## src/rtl/intc_map.vh

```
`ifndef INTC_MAP_VH
`define INTC_MAP_VH
// ********************************************
// register byte offsets, decoded on adr[3:0]
// ********************************************
`define OFS_MASKSET 4'h0
`define OFS_MASKREAD 4'h4
`define OFS_ENABLE 4'h8
`define OFS_STATUS 4'hc
// ********************************************
// mask-set word fields
// ********************************************
`define SET_MASK_LO 0
`define SET_MASK_HI 2
`define SET_MASK_EN 3
`define SET_EDGE_CLR 4
`define SET_SOUT_EN 6
`define SET_SOUT 7
// ********************************************
// mask-read word fields
// ********************************************
`define GET_IE 3
`define GET_PEND_LO 4
`define GET_PEND_HI 5
`define GET_PEND_EDGE 6
`define GET_SIN 7
// enable register field
`define ENA_IE 0
// ********************************************
// pin index inside the synchroniser vector
// ********************************************
`define PIN_GEN 0
`define PIN_LO 1
`define PIN_HI 2
`define PIN_EDGE 3
`define PIN_NMI 4
`define PIN_SIN 5
// ********************************************
// winner codes and restart vectors
// ********************************************
`define WIN_NONE 3'h0
`define WIN_NMI 3'h1
`define WIN_EDGE 3'h2
`define WIN_HI 3'h3
`define WIN_LO 3'h4
`define WIN_GEN 3'h5
`define VEC_NMI 8'h24
`define VEC_EDGE 8'h3c
`define VEC_HI 8'h34
`define VEC_LO 8'h2c
`define VEC_NONE 8'h00
// ********************************************
// reset values
// ********************************************
`define MASK_RST 3'h7
`define BYTE_ZERO 8'h00
`define WORD_ZERO 32'h0000_0000
`endif

```

## src/rtl/cpu_priority_interrupt_unit.v

```verilog
// What this block does
// - fixed priority: nmi, edge, high, low, general
// - restart vectors 24, 3C, 34, 2C hex
// - push program counter before any vector branch
// - general request branches via supplied bus instruction
// - maskable restart needs enable set, mask clear
// - nmi ignores enable and all masks
// - low restarts are level, sampled like general
// - edge restart latched until serviced, then cleared
// - mask-set write with edge clear bit, or reset, clears edge latch
// - edge latch sets even while masked
// - priority among pending only, no level tracking
// - nmi re-accepted only after low then high
// - nmi saves enable; first mask-read reports it
// - other takes: mask-read shows enable cleared
// - mask-read captures serial in, mask-set drives out
// - sample in next-to-last cycle, finish instruction
// - enable cleared on reset and on accept
// - general ack: strobe on read timing, pc held
`timescale 1ns/1ps
`include "intc_map.vh"
module cpu_priority_interrupt_unit
(
    // clock and reset
    input wire clk_i,
    input wire rst_i,
    // wishbone slave
    input wire wb_cyc_i,
    input wire wb_stb_i,
    input wire wb_we_i,
    input wire [3:0] wb_adr_i,
    input wire [31:0] wb_dat_i,
    input wire [3:0] wb_sel_i,
    output reg [31:0] wb_dat_o,
    output reg wb_ack_o,
    // request pins, asynchronous
    input wire general_int_request_i,
    input wire restart_lo_i,
    input wire restart_hi_i,
    input wire restart_edge_i,
    input wire nmi_request_i,
    input wire serial_in_line_i,
    // core timing strobes
    input wire sample_slot_i,
    input wire instr_end_i,
    input wire ack_rd_timing_i,
    input wire ack_done_i,
    // core steering outputs
    output reg take_o,
    output reg push_pc_o,
    output reg restart_o,
    output reg [7:0] vector_o,
    output reg pc_inhibit_o,
    output reg int_acknowledge_strobe_o,
    output reg int_enable_o,
    output reg serial_out_line_o
);

// ********************************************
// state encoding
// ********************************************
localparam [2:0] S_IDLE = 3'b001; // nothing chosen
localparam [2:0] S_WAIT = 3'b010; // chosen, instr running
localparam [2:0] S_ACK = 3'b100; // acknowledge cycle

// ********************************************
// declarations
// ********************************************
wire [5:0] pin_w; // raw pins gathered
reg [5:0] s1_r; // first stage, read by s2 only
reg [5:0] s2_r; // second stage
reg [5:0] s3_r; // third stage
reg [5:0] flt_r; // agreed level
wire [5:0] flt_nxt; // next agreed level
wire edge_rise_w; // edge restart rising
reg [2:0] state_r; // one-hot state
reg [2:0] win_r; // chosen request
reg [2:0] mask_r; // restart masks, 1 = masked
reg ie_r; // global enable
reg ie_saved_r; // enable before nmi
reg nmi_seen_r; // nmi taken, not yet read
reg nmi_arm_r; // nmi input was low since take
reg edge_ff_r; // edge restart request latch
reg sout_r; // serial out latch
wire gen_p; // pending general
wire lo_p; // pending low restart
wire hi_p; // pending high restart
wire edge_p; // pending edge restart
wire nmi_p; // pending nmi
wire [2:0] pick_w; // current winner
wire accept_w; // take at end of instr
wire req_w; // new wishbone request
wire wr_w; // write with low lane on
wire rd_w; // read strobe
wire set_w; // mask-set write
wire get_w; // mask-read access
wire ena_w; // enable register write
wire edge_clr_w; // clear of edge latch
wire ie_report_w; // enable as reported
wire ie_nxt; // next global enable
reg [31:0] rdat_nxt; // read mux

// ********************************************
// functions
// ********************************************
// fixed priority among pending requests only;
// the running routine's level is not kept
function [2:0] pick;
    input t;
    input e;
    input h;
    input l;
    input g;
    begin
        if (t)
            pick = `WIN_NMI;
        else if (e)
            pick = `WIN_EDGE;
        else if (h)
            pick = `WIN_HI;
        else if (l)
            pick = `WIN_LO;
        else if (g)
            pick = `WIN_GEN;
        else
            pick = `WIN_NONE;
    end
endfunction

// restart target for each winner
function [7:0] vec;
    input [2:0] w;
    begin
        case (w)
            `WIN_NMI: vec = `VEC_NMI;
            `WIN_EDGE: vec = `VEC_EDGE;
            `WIN_HI: vec = `VEC_HI;
            `WIN_LO: vec = `VEC_LO;
            default: vec = `VEC_NONE;
        endcase
    end
endfunction

// ********************************************
// pin synchronisers
// ********************************************
assign pin_w = {serial_in_line_i, nmi_request_i,
    restart_edge_i, restart_hi_i, restart_lo_i,
    general_int_request_i};

// a change counts once stages two and three agree
assign flt_nxt = (s2_r & s3_r) | (flt_r & (s2_r ^ s3_r));

// three flops per pin, then the agreed level
always @(posedge clk_i)
begin
    if (rst_i)
    begin
        s1_r <= 6'h00;
        s2_r <= 6'h00;
        s3_r <= 6'h00;
        flt_r <= 6'h00;
    end
    else
    begin
        s1_r <= pin_w;
        s2_r <= s1_r;
        s3_r <= s2_r;
        flt_r <= flt_nxt;
    end
end

// rising edge of the filtered edge restart pin
assign edge_rise_w = flt_nxt[`PIN_EDGE] & ~flt_r[`PIN_EDGE];

// ********************************************
// pending terms
// ********************************************
// levels are plain high-active requests
assign gen_p = flt_r[`PIN_GEN] & ie_r;
assign lo_p = flt_r[`PIN_LO] & ie_r & ~mask_r[0];
assign hi_p = flt_r[`PIN_HI] & ie_r & ~mask_r[1];
assign edge_p = edge_ff_r & ie_r & ~mask_r[2];
// nmi bypasses enable and masks
assign nmi_p = flt_r[`PIN_NMI] & nmi_arm_r;
assign pick_w = pick(nmi_p, edge_p, hi_p, lo_p, gen_p);

// accept only once the instruction completes
assign accept_w = state_r[1] & instr_end_i;

// ********************************************
// wishbone decode
// ********************************************
assign req_w = wb_cyc_i & wb_stb_i & ~wb_ack_o;
assign wr_w = req_w & wb_we_i & wb_sel_i[0];
assign rd_w = req_w & ~wb_we_i;
assign set_w = wr_w & (wb_adr_i == `OFS_MASKSET);
assign get_w = rd_w & (wb_adr_i == `OFS_MASKREAD);
assign ena_w = wr_w & (wb_adr_i == `OFS_ENABLE);
// mask-set may ask to drop the edge request
assign edge_clr_w = set_w & wb_dat_i[`SET_EDGE_CLR];

// first read after nmi shows the saved enable
assign ie_report_w = nmi_seen_r ? ie_saved_r : ie_r;

// accept beats a software enable in one cycle
assign ie_nxt = accept_w ? 1'b0
    : (ena_w ? wb_dat_i[`ENA_IE] : ie_r);

// ********************************************
// sequencer
// ********************************************
// decision is made at the sample slot and held
// until the current instruction ends
always @(posedge clk_i)
begin
    if (rst_i)
    begin
        state_r <= S_IDLE;
        win_r <= `WIN_NONE;
    end
    else
    begin
        case (state_r)
            S_IDLE:
            begin
                if (sample_slot_i && pick_w != `WIN_NONE)
                begin
                    win_r <= pick_w;
                    state_r <= S_WAIT;
                end
            end
            S_WAIT:
            begin
                if (instr_end_i)
                    state_r <= S_ACK;
                else if (sample_slot_i)
                begin
                    // halt or hold re-sample; may drop
                    win_r <= pick_w;
                    if (pick_w == `WIN_NONE)
                        state_r <= S_IDLE;
                end
            end
            S_ACK:
            begin
                if (ack_done_i)
                begin
                    state_r <= S_IDLE;
                    win_r <= `WIN_NONE;
                end
            end
            default:
            begin
                state_r <= S_IDLE;
                win_r <= `WIN_NONE;
            end
        endcase
    end
end

// ********************************************
// core steering outputs
// ********************************************
always @(posedge clk_i)
begin
    if (rst_i)
    begin
        take_o <= 1'b0;
        push_pc_o <= 1'b0;
        restart_o <= 1'b0;
        vector_o <= `BYTE_ZERO;
        pc_inhibit_o <= 1'b0;
        int_acknowledge_strobe_o <= 1'b0;
    end
    else
    begin
        // one-cycle pulses on accept
        take_o <= accept_w;
        push_pc_o <= accept_w;
        if (accept_w)
        begin
            vector_o <= vec(win_r);
            restart_o <= (win_r != `WIN_GEN);
            pc_inhibit_o <= (win_r == `WIN_GEN);
        end
        else if (state_r[2] && ack_done_i)
        begin
            pc_inhibit_o <= 1'b0;
            restart_o <= 1'b0;
        end
        // strobe follows read timing one clock late;
        // restarts are inserted internally, no strobe
        int_acknowledge_strobe_o <= state_r[2] & ~ack_done_i
            & ack_rd_timing_i & (win_r == `WIN_GEN);
    end
end

// ********************************************
// enable, save and nmi arming
// ********************************************
always @(posedge clk_i)
begin
    if (rst_i)
    begin
        ie_r <= 1'b0;
        ie_saved_r <= 1'b0;
        nmi_seen_r <= 1'b0;
        nmi_arm_r <= 1'b0;
    end
    else
    begin
        // global enable, cleared on accept
        ie_r <= ie_nxt;
        // nmi keeps the old enable for one read
        if (accept_w && win_r == `WIN_NMI)
        begin
            ie_saved_r <= ie_r;
            nmi_seen_r <= 1'b1;
        end
        else if (get_w)
            nmi_seen_r <= 1'b0;
        // re-arm only after the pin has gone low
        if (accept_w && win_r == `WIN_NMI)
            nmi_arm_r <= 1'b0;
        else if (!flt_r[`PIN_NMI])
            nmi_arm_r <= 1'b1;
    end
end

// ********************************************
// edge restart latch
// ********************************************
// set wins over take and mask-set clears, reset wins over set; sets even masked
always @(posedge clk_i)
begin
    if (rst_i)
        edge_ff_r <= 1'b0;
    else if (edge_rise_w)
        edge_ff_r <= 1'b1;
    else if ((accept_w && win_r == `WIN_EDGE) || edge_clr_w)
        edge_ff_r <= 1'b0;
end

// ********************************************
// masks and serial out
// ********************************************
always @(posedge clk_i)
begin
    if (rst_i)
    begin
        mask_r <= `MASK_RST;
        sout_r <= 1'b0;
    end
    else if (set_w)
    begin
        // masks load only with their enable bit
        if (wb_dat_i[`SET_MASK_EN])
            mask_r <= wb_dat_i[`SET_MASK_HI:`SET_MASK_LO];
        if (wb_dat_i[`SET_SOUT_EN])
            sout_r <= wb_dat_i[`SET_SOUT];
    end
end

// ********************************************
// read mux
// ********************************************
always @*
begin
    rdat_nxt = `WORD_ZERO;
    case (wb_adr_i)
        `OFS_MASKSET:
        begin
            rdat_nxt[`SET_MASK_HI:`SET_MASK_LO] = mask_r;
            rdat_nxt[`SET_SOUT] = sout_r;
        end
        `OFS_MASKREAD:
        begin
            rdat_nxt[`SET_MASK_HI:`SET_MASK_LO] = mask_r;
            rdat_nxt[`GET_IE] = ie_report_w;
            rdat_nxt[`GET_PEND_LO] = flt_r[`PIN_LO];
            rdat_nxt[`GET_PEND_HI] = flt_r[`PIN_HI];
            rdat_nxt[`GET_PEND_EDGE] = edge_ff_r;
            rdat_nxt[`GET_SIN] = flt_r[`PIN_SIN];
        end
        `OFS_ENABLE:
            rdat_nxt[`ENA_IE] = ie_r;
        `OFS_STATUS:
            rdat_nxt[10:0] = {state_r, win_r, nmi_p, edge_p,
                hi_p, lo_p, gen_p};
        default:
            rdat_nxt = `WORD_ZERO; // unmapped reads zero
    endcase
end

// ********************************************
// bus answer
// ********************************************
// one wait state, every address answers
always @(posedge clk_i)
begin
    if (rst_i)
    begin
        wb_ack_o <= 1'b0;
        wb_dat_o <= `WORD_ZERO;
    end
    else
    begin
        wb_ack_o <= req_w;
        if (rd_w)
            wb_dat_o <= rdat_nxt;
    end
end

// ********************************************
// pin-facing outputs
// ********************************************
always @(posedge clk_i)
begin
    if (rst_i)
    begin
        int_enable_o <= 1'b0;
        serial_out_line_o <= 1'b0;
    end
    else
    begin
        // copy moves with the flag, so a take shows it low at once
        int_enable_o <= ie_nxt;
        serial_out_line_o <= sout_r;
    end
end

endmodule // cpu_priority_interrupt_unit

```

## config.mk

```make
export PLATFORM = sky130hd
export DESIGN_NAME = cpu_priority_interrupt_unit
export DESIGN_NICKNAME = d
export VERILOG_FILES = /design/src/rtl/cpu_priority_interrupt_unit.v
export VERILOG_INCLUDE_DIRS = /design/src /design/src/rtl
export SDC_FILE = /design/constraint.sdc
export NUM_CORES = 1
export LEC_CHECK = 0
export ABC_AREA = 1
export ABC_CLOCK_PERIOD_IN_PS = 1800
export BUFFER_PORTS_ARGS = -buffer_cell sky130_fd_sc_hd__buf_2
export CAP_MARGIN = 20
export CORE_MARGIN = 2
export CORE_UTILIZATION = 48
export CTS_BUF_LIST = sky130_fd_sc_hd__clkbuf_4 sky130_fd_sc_hd__clkbuf_8 sky130_fd_sc_hd__clkbuf_16
export DETAILED_ROUTE_END_ITERATION = 10
export PLACE_DENSITY = 0.89
export SYNTH_ARGS = -nofsm -noshare
export SYNTH_HDL_FRONTEND = slang
export SYNTH_SLANG_ARGS = --single-unit
```

## constraint.sdc

```tcl
create_clock -name clk_i -period 1.8 [get_ports clk_i]
set_input_delay 0.36 -clock clk_i [delete_from_list [all_inputs] [get_ports clk_i]]
set_output_delay 0.36 -clock clk_i [all_outputs]
set_load 0.005 [all_outputs]
```

==> flow_summary.toml, run 1 <==
[run_status]
outcome = "complete, no violations"

[die]
top_level_ports = 103
initial_core_util_pct = 50.0
die_w_um = 77.2
core_um2 = 5140
row_count = 26
die_area_um2 = 5950
die_y_um = 77.2

[timing]
skew_ns = 0.00850
maxSlewViolCount = 0
fmax_mhz = 660
min_period_over_period_pct = 84.2
finalSetupTns_ns = 0
rsz0062_at_grt = "false"
hold_viol = 0
setup-violations-final = 0
min_period_ns = 1.52

[global_routing]
grtUsageMet2_pct = 29.3
use_met3_pct = 5.65
grt_pass1_wl_mm = 7.92
antenna_found_initial = 0
grtUsageMet1_pct = 18.8
grt_max_degree = 30
grt_use_total_pct = 17.2
busiest_layer = "met2"
grt_pass1_vias = 1853
grt.overflow.total = 0

[critical_path]
ff2ff_path_depth = 6
crit_arrival_ns = 1.77
cp.required_ns = 2.06
cp-start-kind = "flip-flop"
r2r_end = "wb_dat_o[8]"
cp_max_fo = 13
worstSetupPathType = "reg2reg"
r2r_start = "wb_ack_o"
crit_path_end_kind = "flip-flop"
r2r_setup_slack_ns = 0.28

[yosys]
synth_mux_area_share_pct = 0
synth_top_cell_area_share_pct = 46.0
postSynthCellCount = 329
synth_xor_area_share_pct = 0
syn-cell-area_um2 = 2570
synthTopCellsByCount = "dfxtp_1 (59), nand2_1 (57), nor2_1 (40)"
yosys.area.top_type = "dfxtp_1"
yosysWarnings = 0
synth.area.top_cells = "dfxtp_1 (46%), nand2_1 (8.3%), buf_4 (7.9%)"
syn_avg_cell_area_um2 = 7.81
yosysSeqAreaShare_pct = 46.0
synthFlopType = "dfxtp_1"
synth_edf_count = 0
synth_simple_gate_area_share_pct = 24.7
yosysMostFrequentCell = "dfxtp_1"
synth_adder_area_share_pct = 2.92
ys_ff_latch = 59
synth_top_family_by_area = "simple AND/OR/NAND/NOR gates"
synth_compound_area_share_pct = 10.3
async_flop_share_pct = 0
ys_types = 34

[clocking]
cts_made_buffers = 9
htree_levels = 3
clk_latency_ns = 0.33
cts_resized = 0
holdBufCountCts = 0
clk_path_buf_depth = 2
path_clk_slew_ns = 0.06
cts_root_buf = "clkbuf_8"
post_cts_buffers = 0
clock_sinks = 59
cts_tree = "yes"

[worst_hold_path]
hp-start = "restart_lo_i"
holdPathEnd = "s1_r[1]"
holdCritPathClass = "in2reg"
hold_depth = 3

[pwr]
static-leakage-power_uw = 0.00145
powerDensity_nw_per_um2 = 1060
vdd_ir_drop_max_uv = 702
finalPower_uw = 3230

[place]
io_buffers = 49
place_congestion = 0.872
dp_hpwl_mm = 3.85

[detailed_routing]
wl_per_cell_um = 11.1
drtIter0Drc = 101
drc = 0
vias_per_cell = 4.79
antenna_left = 0
vias = 2186
drt_wl_total_mm = 5.06
firstDrtPassIters = 5

[layout]
filler_cell_count = 482
num_antenna_cells = 0
drive_above_1_share_pct = 22.5
fin_nets = 442
syn2layout_area_growth_pct = 18.1

[flow_run]
drv_cap = 0
[placed cells by master, fill, tap and decap left out, drive strengths merged]
cell type,synthesis,routed
nand2,60,60
nor2,44,44
o21ai,9,9
dfxtp,59,59
o211ai,4,4
inv,43,43
nand4,4,4
and3b,1,1
nand3b,1,1
nor4,1,1
o22ai,3,3
o221ai,1,1
ha,6,6
nand3,19,19
a21oi,19,19
clkbuf,6,11
bufinv,0,4
clkinv,3,4
buf,28,51
a211oi,3,3
a31oi,4,4
o31ai,1,1
nor3,8,8
conb,1,25
o21a,1,1
[registers in the layout, summed over array words and instances, names as in the netlist]
name and flops:
serial_out_line_o 1, s1_r 6, mask_r 3, state_r 3, win_r 3, restart_o 1, wb_dat_o 11, edge_ff_r 1
int_enable_o 1, s3_r 6, flt_r 6, ie_saved_r 1, vector_o 3, pc_inhibit_o 1, s2_r 6, nmi_seen_r 1
push_pc_o 1, int_acknowledge_strobe_o 1, nmi_arm_r 1, wb_ack_o 1, sout_r 1
[critical path, cell delays in order (launching register included)]
cell and delay [ns]:
dfxtp_1 0.30, nand3b_1 0.22, nor2_2 0.28, inv_2 0.17, nor2_2 0.24, nand2_1 0.08
a21oi_1 0.14
[worst max-delay path by stage]
stage	start	end	slack [ns]
2_1_floorplan	int_enable_o	win_r[2]	0.49
3_3_place_gp	wb_cyc_i	wb_dat_o[5]	0.32
3_5_place_dp	wb_cyc_i	wb_dat_o[8]	0.25
4_1_cts	wb_ack_o	wb_dat_o[8]	0.31
5_1_grt	wb_ack_o	wb_dat_o[4]	0.14
6_report	wb_ack_o	wb_dat_o[8]	0.28
[layer usage]
| metal | part of all wire [%] | up-vias |
|---|---|---|
| met5 | 0 | - |
| met4 | 2.4 | 0 |
| met1 | 41 | 994 |
| li1 | - | 1114 |
| met3 | 5.5 | 11 |
| met2 | 51 | 67 |
[final cells by class]
cell class                      count  area, µm²  share of cell area [%]
Timing Repair Buffer               51        260                    8.58
Clock buffer                       11        139                    4.58
Sequential cell                    59       1180                    38.9
Clock inverter                      5        125                    4.12
Inverter                           46        173                    5.69
Multi-Input combinational cell    214       1070                    35.2
Tap cell                           70       87.6                    2.89
[cells by family after synthesis]
kind of cell             count (synthesis)
AO/OA/AOI/OAI                           45
adder cells (fa/ha/maj)                  6
buffers and inverters                   80
flip-flops                              59
other                                    1
AND/OR/NAND/NOR                        138
[per-stage QoR]
step	hold slack (ns)	cell area [µm²]	setup slack (ns)	util, %	cells
after global routing	0.223	3030	0.143	59.0	456
after detailed placement	0.395	2770	0.255	53.9	440
after CTS	0.212	3030	0.314	59.0	456
after global placement	0.388	2770	0.316	53.9	440
after floorplan	0.388	2660	0.492	-	353
final	0.225	3030	0.284	59.0	456
[power breakdown]
group | switching, µW | internal, µW
Sequential | 34.7 | 1350
Clock | 495 | 1090
Combinational | 169 | 89.3
Total | 698 | 2530
Note: power is estimated with default switching activity, not from simulation.
==> run 2, diff against run 1 <==
- ABC_CLOCK_PERIOD_IN_PS: 1800 -> 1350
- CORE_UTILIZATION: 48 -> 43
- PLACE_DENSITY: 0.89 -> 0.85
- clock period: 1.8 -> 1.35 ns (I/O delays scaled with it)
==> flow_summary.toml, run 2 (synthesized netlist as in run 1, its figures left out) <==
[run_status]
outcome = "complete, no violations"

[clocking]
path_clk_slew_ns = 0.07
clock_sinks = 59
clk_latency_ns = 0.34
cts_made_buffers = 9
clk_path_buf_depth = 2
cts_root_buf = "clkbuf_8"
htree_levels = 3
cts_tree = "yes"
holdBufCountCts = 0

[die]
row_count = 28
core_um2 = 5850
top_level_ports = 103
die_y_um = 81.3
die_area_um2 = 6610
initial_core_util_pct = 43.9
die_w_um = 81.3

[pwr]
vdd_ir_drop_max_uv = 907
powerDensity_nw_per_um2 = 1140
static-leakage-power_uw = 0.00152

[layout]
stdcell_count = 475
stdcell_area_um2 = 3150
largest_reg_flops = 11
regMostFlops = "wb_dat_o"
filler_cell_count = 518
fin_nets = 457
num_antenna_cells = 0
drive_above_1_share_pct = 29.5
mostFrequentLayoutCells = "nand2_1 (54), dfxtp_1 (54), buf_2 (49)"
post-route-util_pct = 53.9
syn2layout_area_growth_pct = 22.7

[detailed_routing]
firstDrtPassIters = 5
vias_per_cell = 4.82
vias = 2291
drc = 0
wl_per_cell_um = 12.0
antenna_left = 0
drtIter0Drc = 156
drt_wl_total_mm = 5.70

[global_routing]
grt_use_total_pct = 17.1
grt_pass1_wl_mm = 8.36
grt_max_degree = 43
antenna_found_initial = 0
grt.overflow.total = 0
grt_pass1_vias = 1951

[place]
place_congestion = 0.847
place_area_um2 = 2890
io_buffers = 49
dp_hpwl_mm = 4.01
pre_cts_ws_ns = -0.0638
dp.cells = 458

[flow_run]
drv_cap = 0

[critical_path]
worstSetupPathType = "reg2reg"
r2r_start = "int_enable_o"
cp-start-kind = "flip-flop"
cp.required_ns = 1.59
startpoint = "int_enable_o"
cp_max_fo = 6
crit_arrival_ns = 1.58
crit_path_end_kind = "flip-flop"

[timing]
min_period_ns = 1.34
rsz0062_at_grt = "true"
hold_viol = 0
fmax_mhz = 746
skew_ns = 0.00712
min_period_over_period_pct = 99.3
worst_slack_ns = 0.0100
finalSetupTns_ns = 0
maxSlewViolCount = 0
setup-violations-final = 0

[worst_hold_path]
holdCritPathClass = "in2reg"
hp-start = "restart_hi_i"
run 2: metal layers:
metal | wire length [µm] | up-vias | GRT usage [%]
met1 | 2250 | 1018 | 19.2
li1 | - | 1140 | -
met4 | 246 | 0 | 7.80
met3 | 442 | 33 | 7.33
met2 | 2760 | 100 | 28.0
met5 | 0 | - | 0
run 2: final timing paths:
| path | slack, ns | depth (start not counted) | end |
|---|---|---|---|
| max | 0.01 | 11 | win_r[2] |
| min | 0.13 | 3 | s1_r[2] |
| max reg2reg | 0.01 | 11 | win_r[2] |
| min reg2reg | 0.40 | 2 | s2_r[3] |
run 2: through the flow:
stage | total power, µW | hold WS [ns]
floorplan | 2170 | 0.377
global placement | 2240 | 0.389
detailed placement | 2260 | 0.392
CTS | 3610 | 0.121
global route | 3780 | 0.120
finish | 3600 | 0.127
run 2: final cells by class:
class                   count  area [µm²]  share of cell area [%]
clock inverters             5        30.0                   0.952
flip-flops and latches     59        1190                    37.7
clock buffers              10         138                    4.37
inverters                  46         175                    5.56
multi-input cells         214        1140                    36.2
well taps                  75        93.8                    2.98
repair buffers             66         385                    12.2
run 2: what timing repair did:
item,in CTS,in global routing
resized for setup,3,23
pin swaps,0,3
setup buffers,0,2
endpoints found under the setup margin,5,19
run 2: where the power goes:
part	switching (µW)	total, µW	internal, µW
Clock	668	1360	693
Combinational	245	389	144
Sequential	52.5	1850	1800
Total	965	3600	2640
run 2: worst max-delay path: stages (launching register included):
cell     delay (ns)
dfxtp_4        0.41
nand3_1        0.11
nand2_1        0.09
nand2_1        0.06
nand2_2        0.10
nand3_2        0.07
nand2_2        0.08
nand2_4        0.07
nand3_4        0.08
nand2_1        0.06
nand2_1        0.07
nor2_2         0.03
==> run 3, diff against run 2 <==
==> constraint.sdc (replaced) <==
create_clock -name clk_i -period 1.35 [get_ports clk_i]
set_input_delay 0.135 -clock clk_i [delete_from_list [all_inputs] [get_ports clk_i]]
set_output_delay 0.135 -clock clk_i [all_outputs]
set_load 0.005 [all_outputs]
==> flow_summary.toml, run 3 (synthesized netlist as in run 1, its figures left out) <==
[layout]
mostFrequentLayoutCells = "dfxtp_1 (54), nand2_1 (53), buf_2 (49)"
stdcell_count = 482
seq_area_um2 = 1190
drive_above_1_share_pct = 28.3
regMostFlops = "wb_dat_o"
filler_cell_count = 501
num_antenna_cells = 0
post-route-util_pct = 55.1
multi_input_area_um2 = 1130
syn2layout_area_growth_pct = 25.5
largest_reg_flops = 11
final_common_cell = "dfxtp_1"
fin_nets = 463

[place]
pre_cts_ws_ns = -0.0655
dp.cells = 457
place_congestion = 0.853
io_buffers = 49
dp_hpwl_mm = 4.10

[global_routing]
grt_use_total_pct = 18.4
antenna_found_initial = 0
grt_pass1_vias = 2105
grt_max_degree = 19
grt_pass1_wl_mm = 9.09
grt.overflow.total = 0

[timing]
rsz0062_at_grt = "true"
maxSlewViolCount = 0
fmax_mhz = 750
fin_hold_ws_ns = 0.0158
min_period_ns = 1.33
worst_slack_ns = 0.0171
hold_viol = 0
setup-violations-final = 0
skew_ns = 0.00575
min_period_over_period_pct = 98.7

[flow_run]
drv_cap = 0

[die]
die_w_um = 81.3
die_y_um = 81.3
top_level_ports = 103
core_um2 = 5850
die_area_um2 = 6610
row_count = 28
initial_core_util_pct = 43.9

[critical_path]
cp_max_fo = 6
worstSetupPathType = "reg2reg"
ff2ff_path_depth = 11
r2r_setup_slack_ns = 0.02
crit_arrival_ns = 1.57
r2r_start = "int_enable_o"
cp.required_ns = 1.59
cp-start-kind = "flip-flop"
crit_path_end_kind = "flip-flop"
r2r_end = "win_r[2]"

[detailed_routing]
drc = 0
antenna_left = 0
drt_wl_total_mm = 5.87
vias = 2335
drtIter0Drc = 185
firstDrtPassIters = 4
wl_per_cell_um = 12.2
vias_per_cell = 4.84

[clocking]
cts_tree = "yes"
clk_path_buf_depth = 2
cts_made_buffers = 9
cts_root_buf = "clkbuf_8"
htree_levels = 3
clk_latency_ns = 0.35
path_clk_slew_ns = 0.06
clock_sinks = 59

[run_status]
outcome = "complete, no violations"

[pwr]
finalPower_uw = 3860
static-leakage-power_uw = 0.00154
vdd_ir_drop_max_uv = 928
powerDensity_nw_per_um2 = 1200

[worst_hold_path]
hold_depth = 3
holdCritPathClass = "in2reg"
hp-start = "wb_dat_i[1]"
holdPathEnd = "mask_r[1]"
-- run 3: final cells by class --
type                       instances  share of cell area (%)
inverter                          46                    5.36
clock inverter                     5                    1.63
timing repair buffer              72                    13.4
multi-input combinational        214                    35.2
sequential                        59                    37.0
clock buffer                      11                    4.50
tap                               75                    2.91
-- run 3: routing by layer --
layer | global-route usage (%) | vias to the layer above | wire length (µm)
met4 | 9.49 | 0 | 192
met3 | 7.89 | 31 | 472
met5 | 0 | - | 0
met2 | 30.6 | 105 | 2930
li1 | - | 1149 | -
met1 | 19.7 | 1050 | 2280
-- run 3: worst max-delay path, cell delays in order, from the launching register on --
cell     delay, ns
dfxtp_4       0.39
nand2_2       0.07
inv_2         0.08
nand2_1       0.05
nand2_1       0.06
nand2_2       0.07
nand3_2       0.07
nand2_2       0.07
nand2_4       0.10
nand3_4       0.08
nor2_1        0.13
nor2_2        0.05
-- run 3: timing repair --
action	4_1_cts	5_1_grt
resized for setup	2	20
endpoints found under the setup margin	4	16
pin swaps	0	4
setup buffers	0	3
endpoints found under the hold margin	6	0
hold buffers	6	0
-- run 3: how the worst max path moves through the flow --
stage	cells past startpoint	to	slack (ns)	startpoint
finish	11	win_r[2]	0.02	int_enable_o
global route	12	win_r[2]	-0.05	int_enable_o
CTS	10	win_r[2]	0.008	int_enable_o
detailed placement	10	win_r[2]	-0.07	int_enable_o
global placement	10	win_r[2]	-0.02	int_enable_o
floorplan	10	win_r[2]	0.04	int_enable_o
-- run 3: report_power, final --
part / internal, µW / total, µW / switching (µW)
sequential: 1800 / 1860 / 55.5
combinational: 152 / 409 / 257
clock: 912 / 1590 / 682
-- run 3: metrics by stage --
| step | cell area, µm² | setup TNS [ns] |
|---|---|---|
| finish | 3220 | 0 |
| detailed placement | 2870 | -0.153 |
| floorplan | 2660 | 0 |
| global placement | 2870 | -0.0172 |
| CTS | 3130 | 0 |
| global route | 3220 | -0.128 |
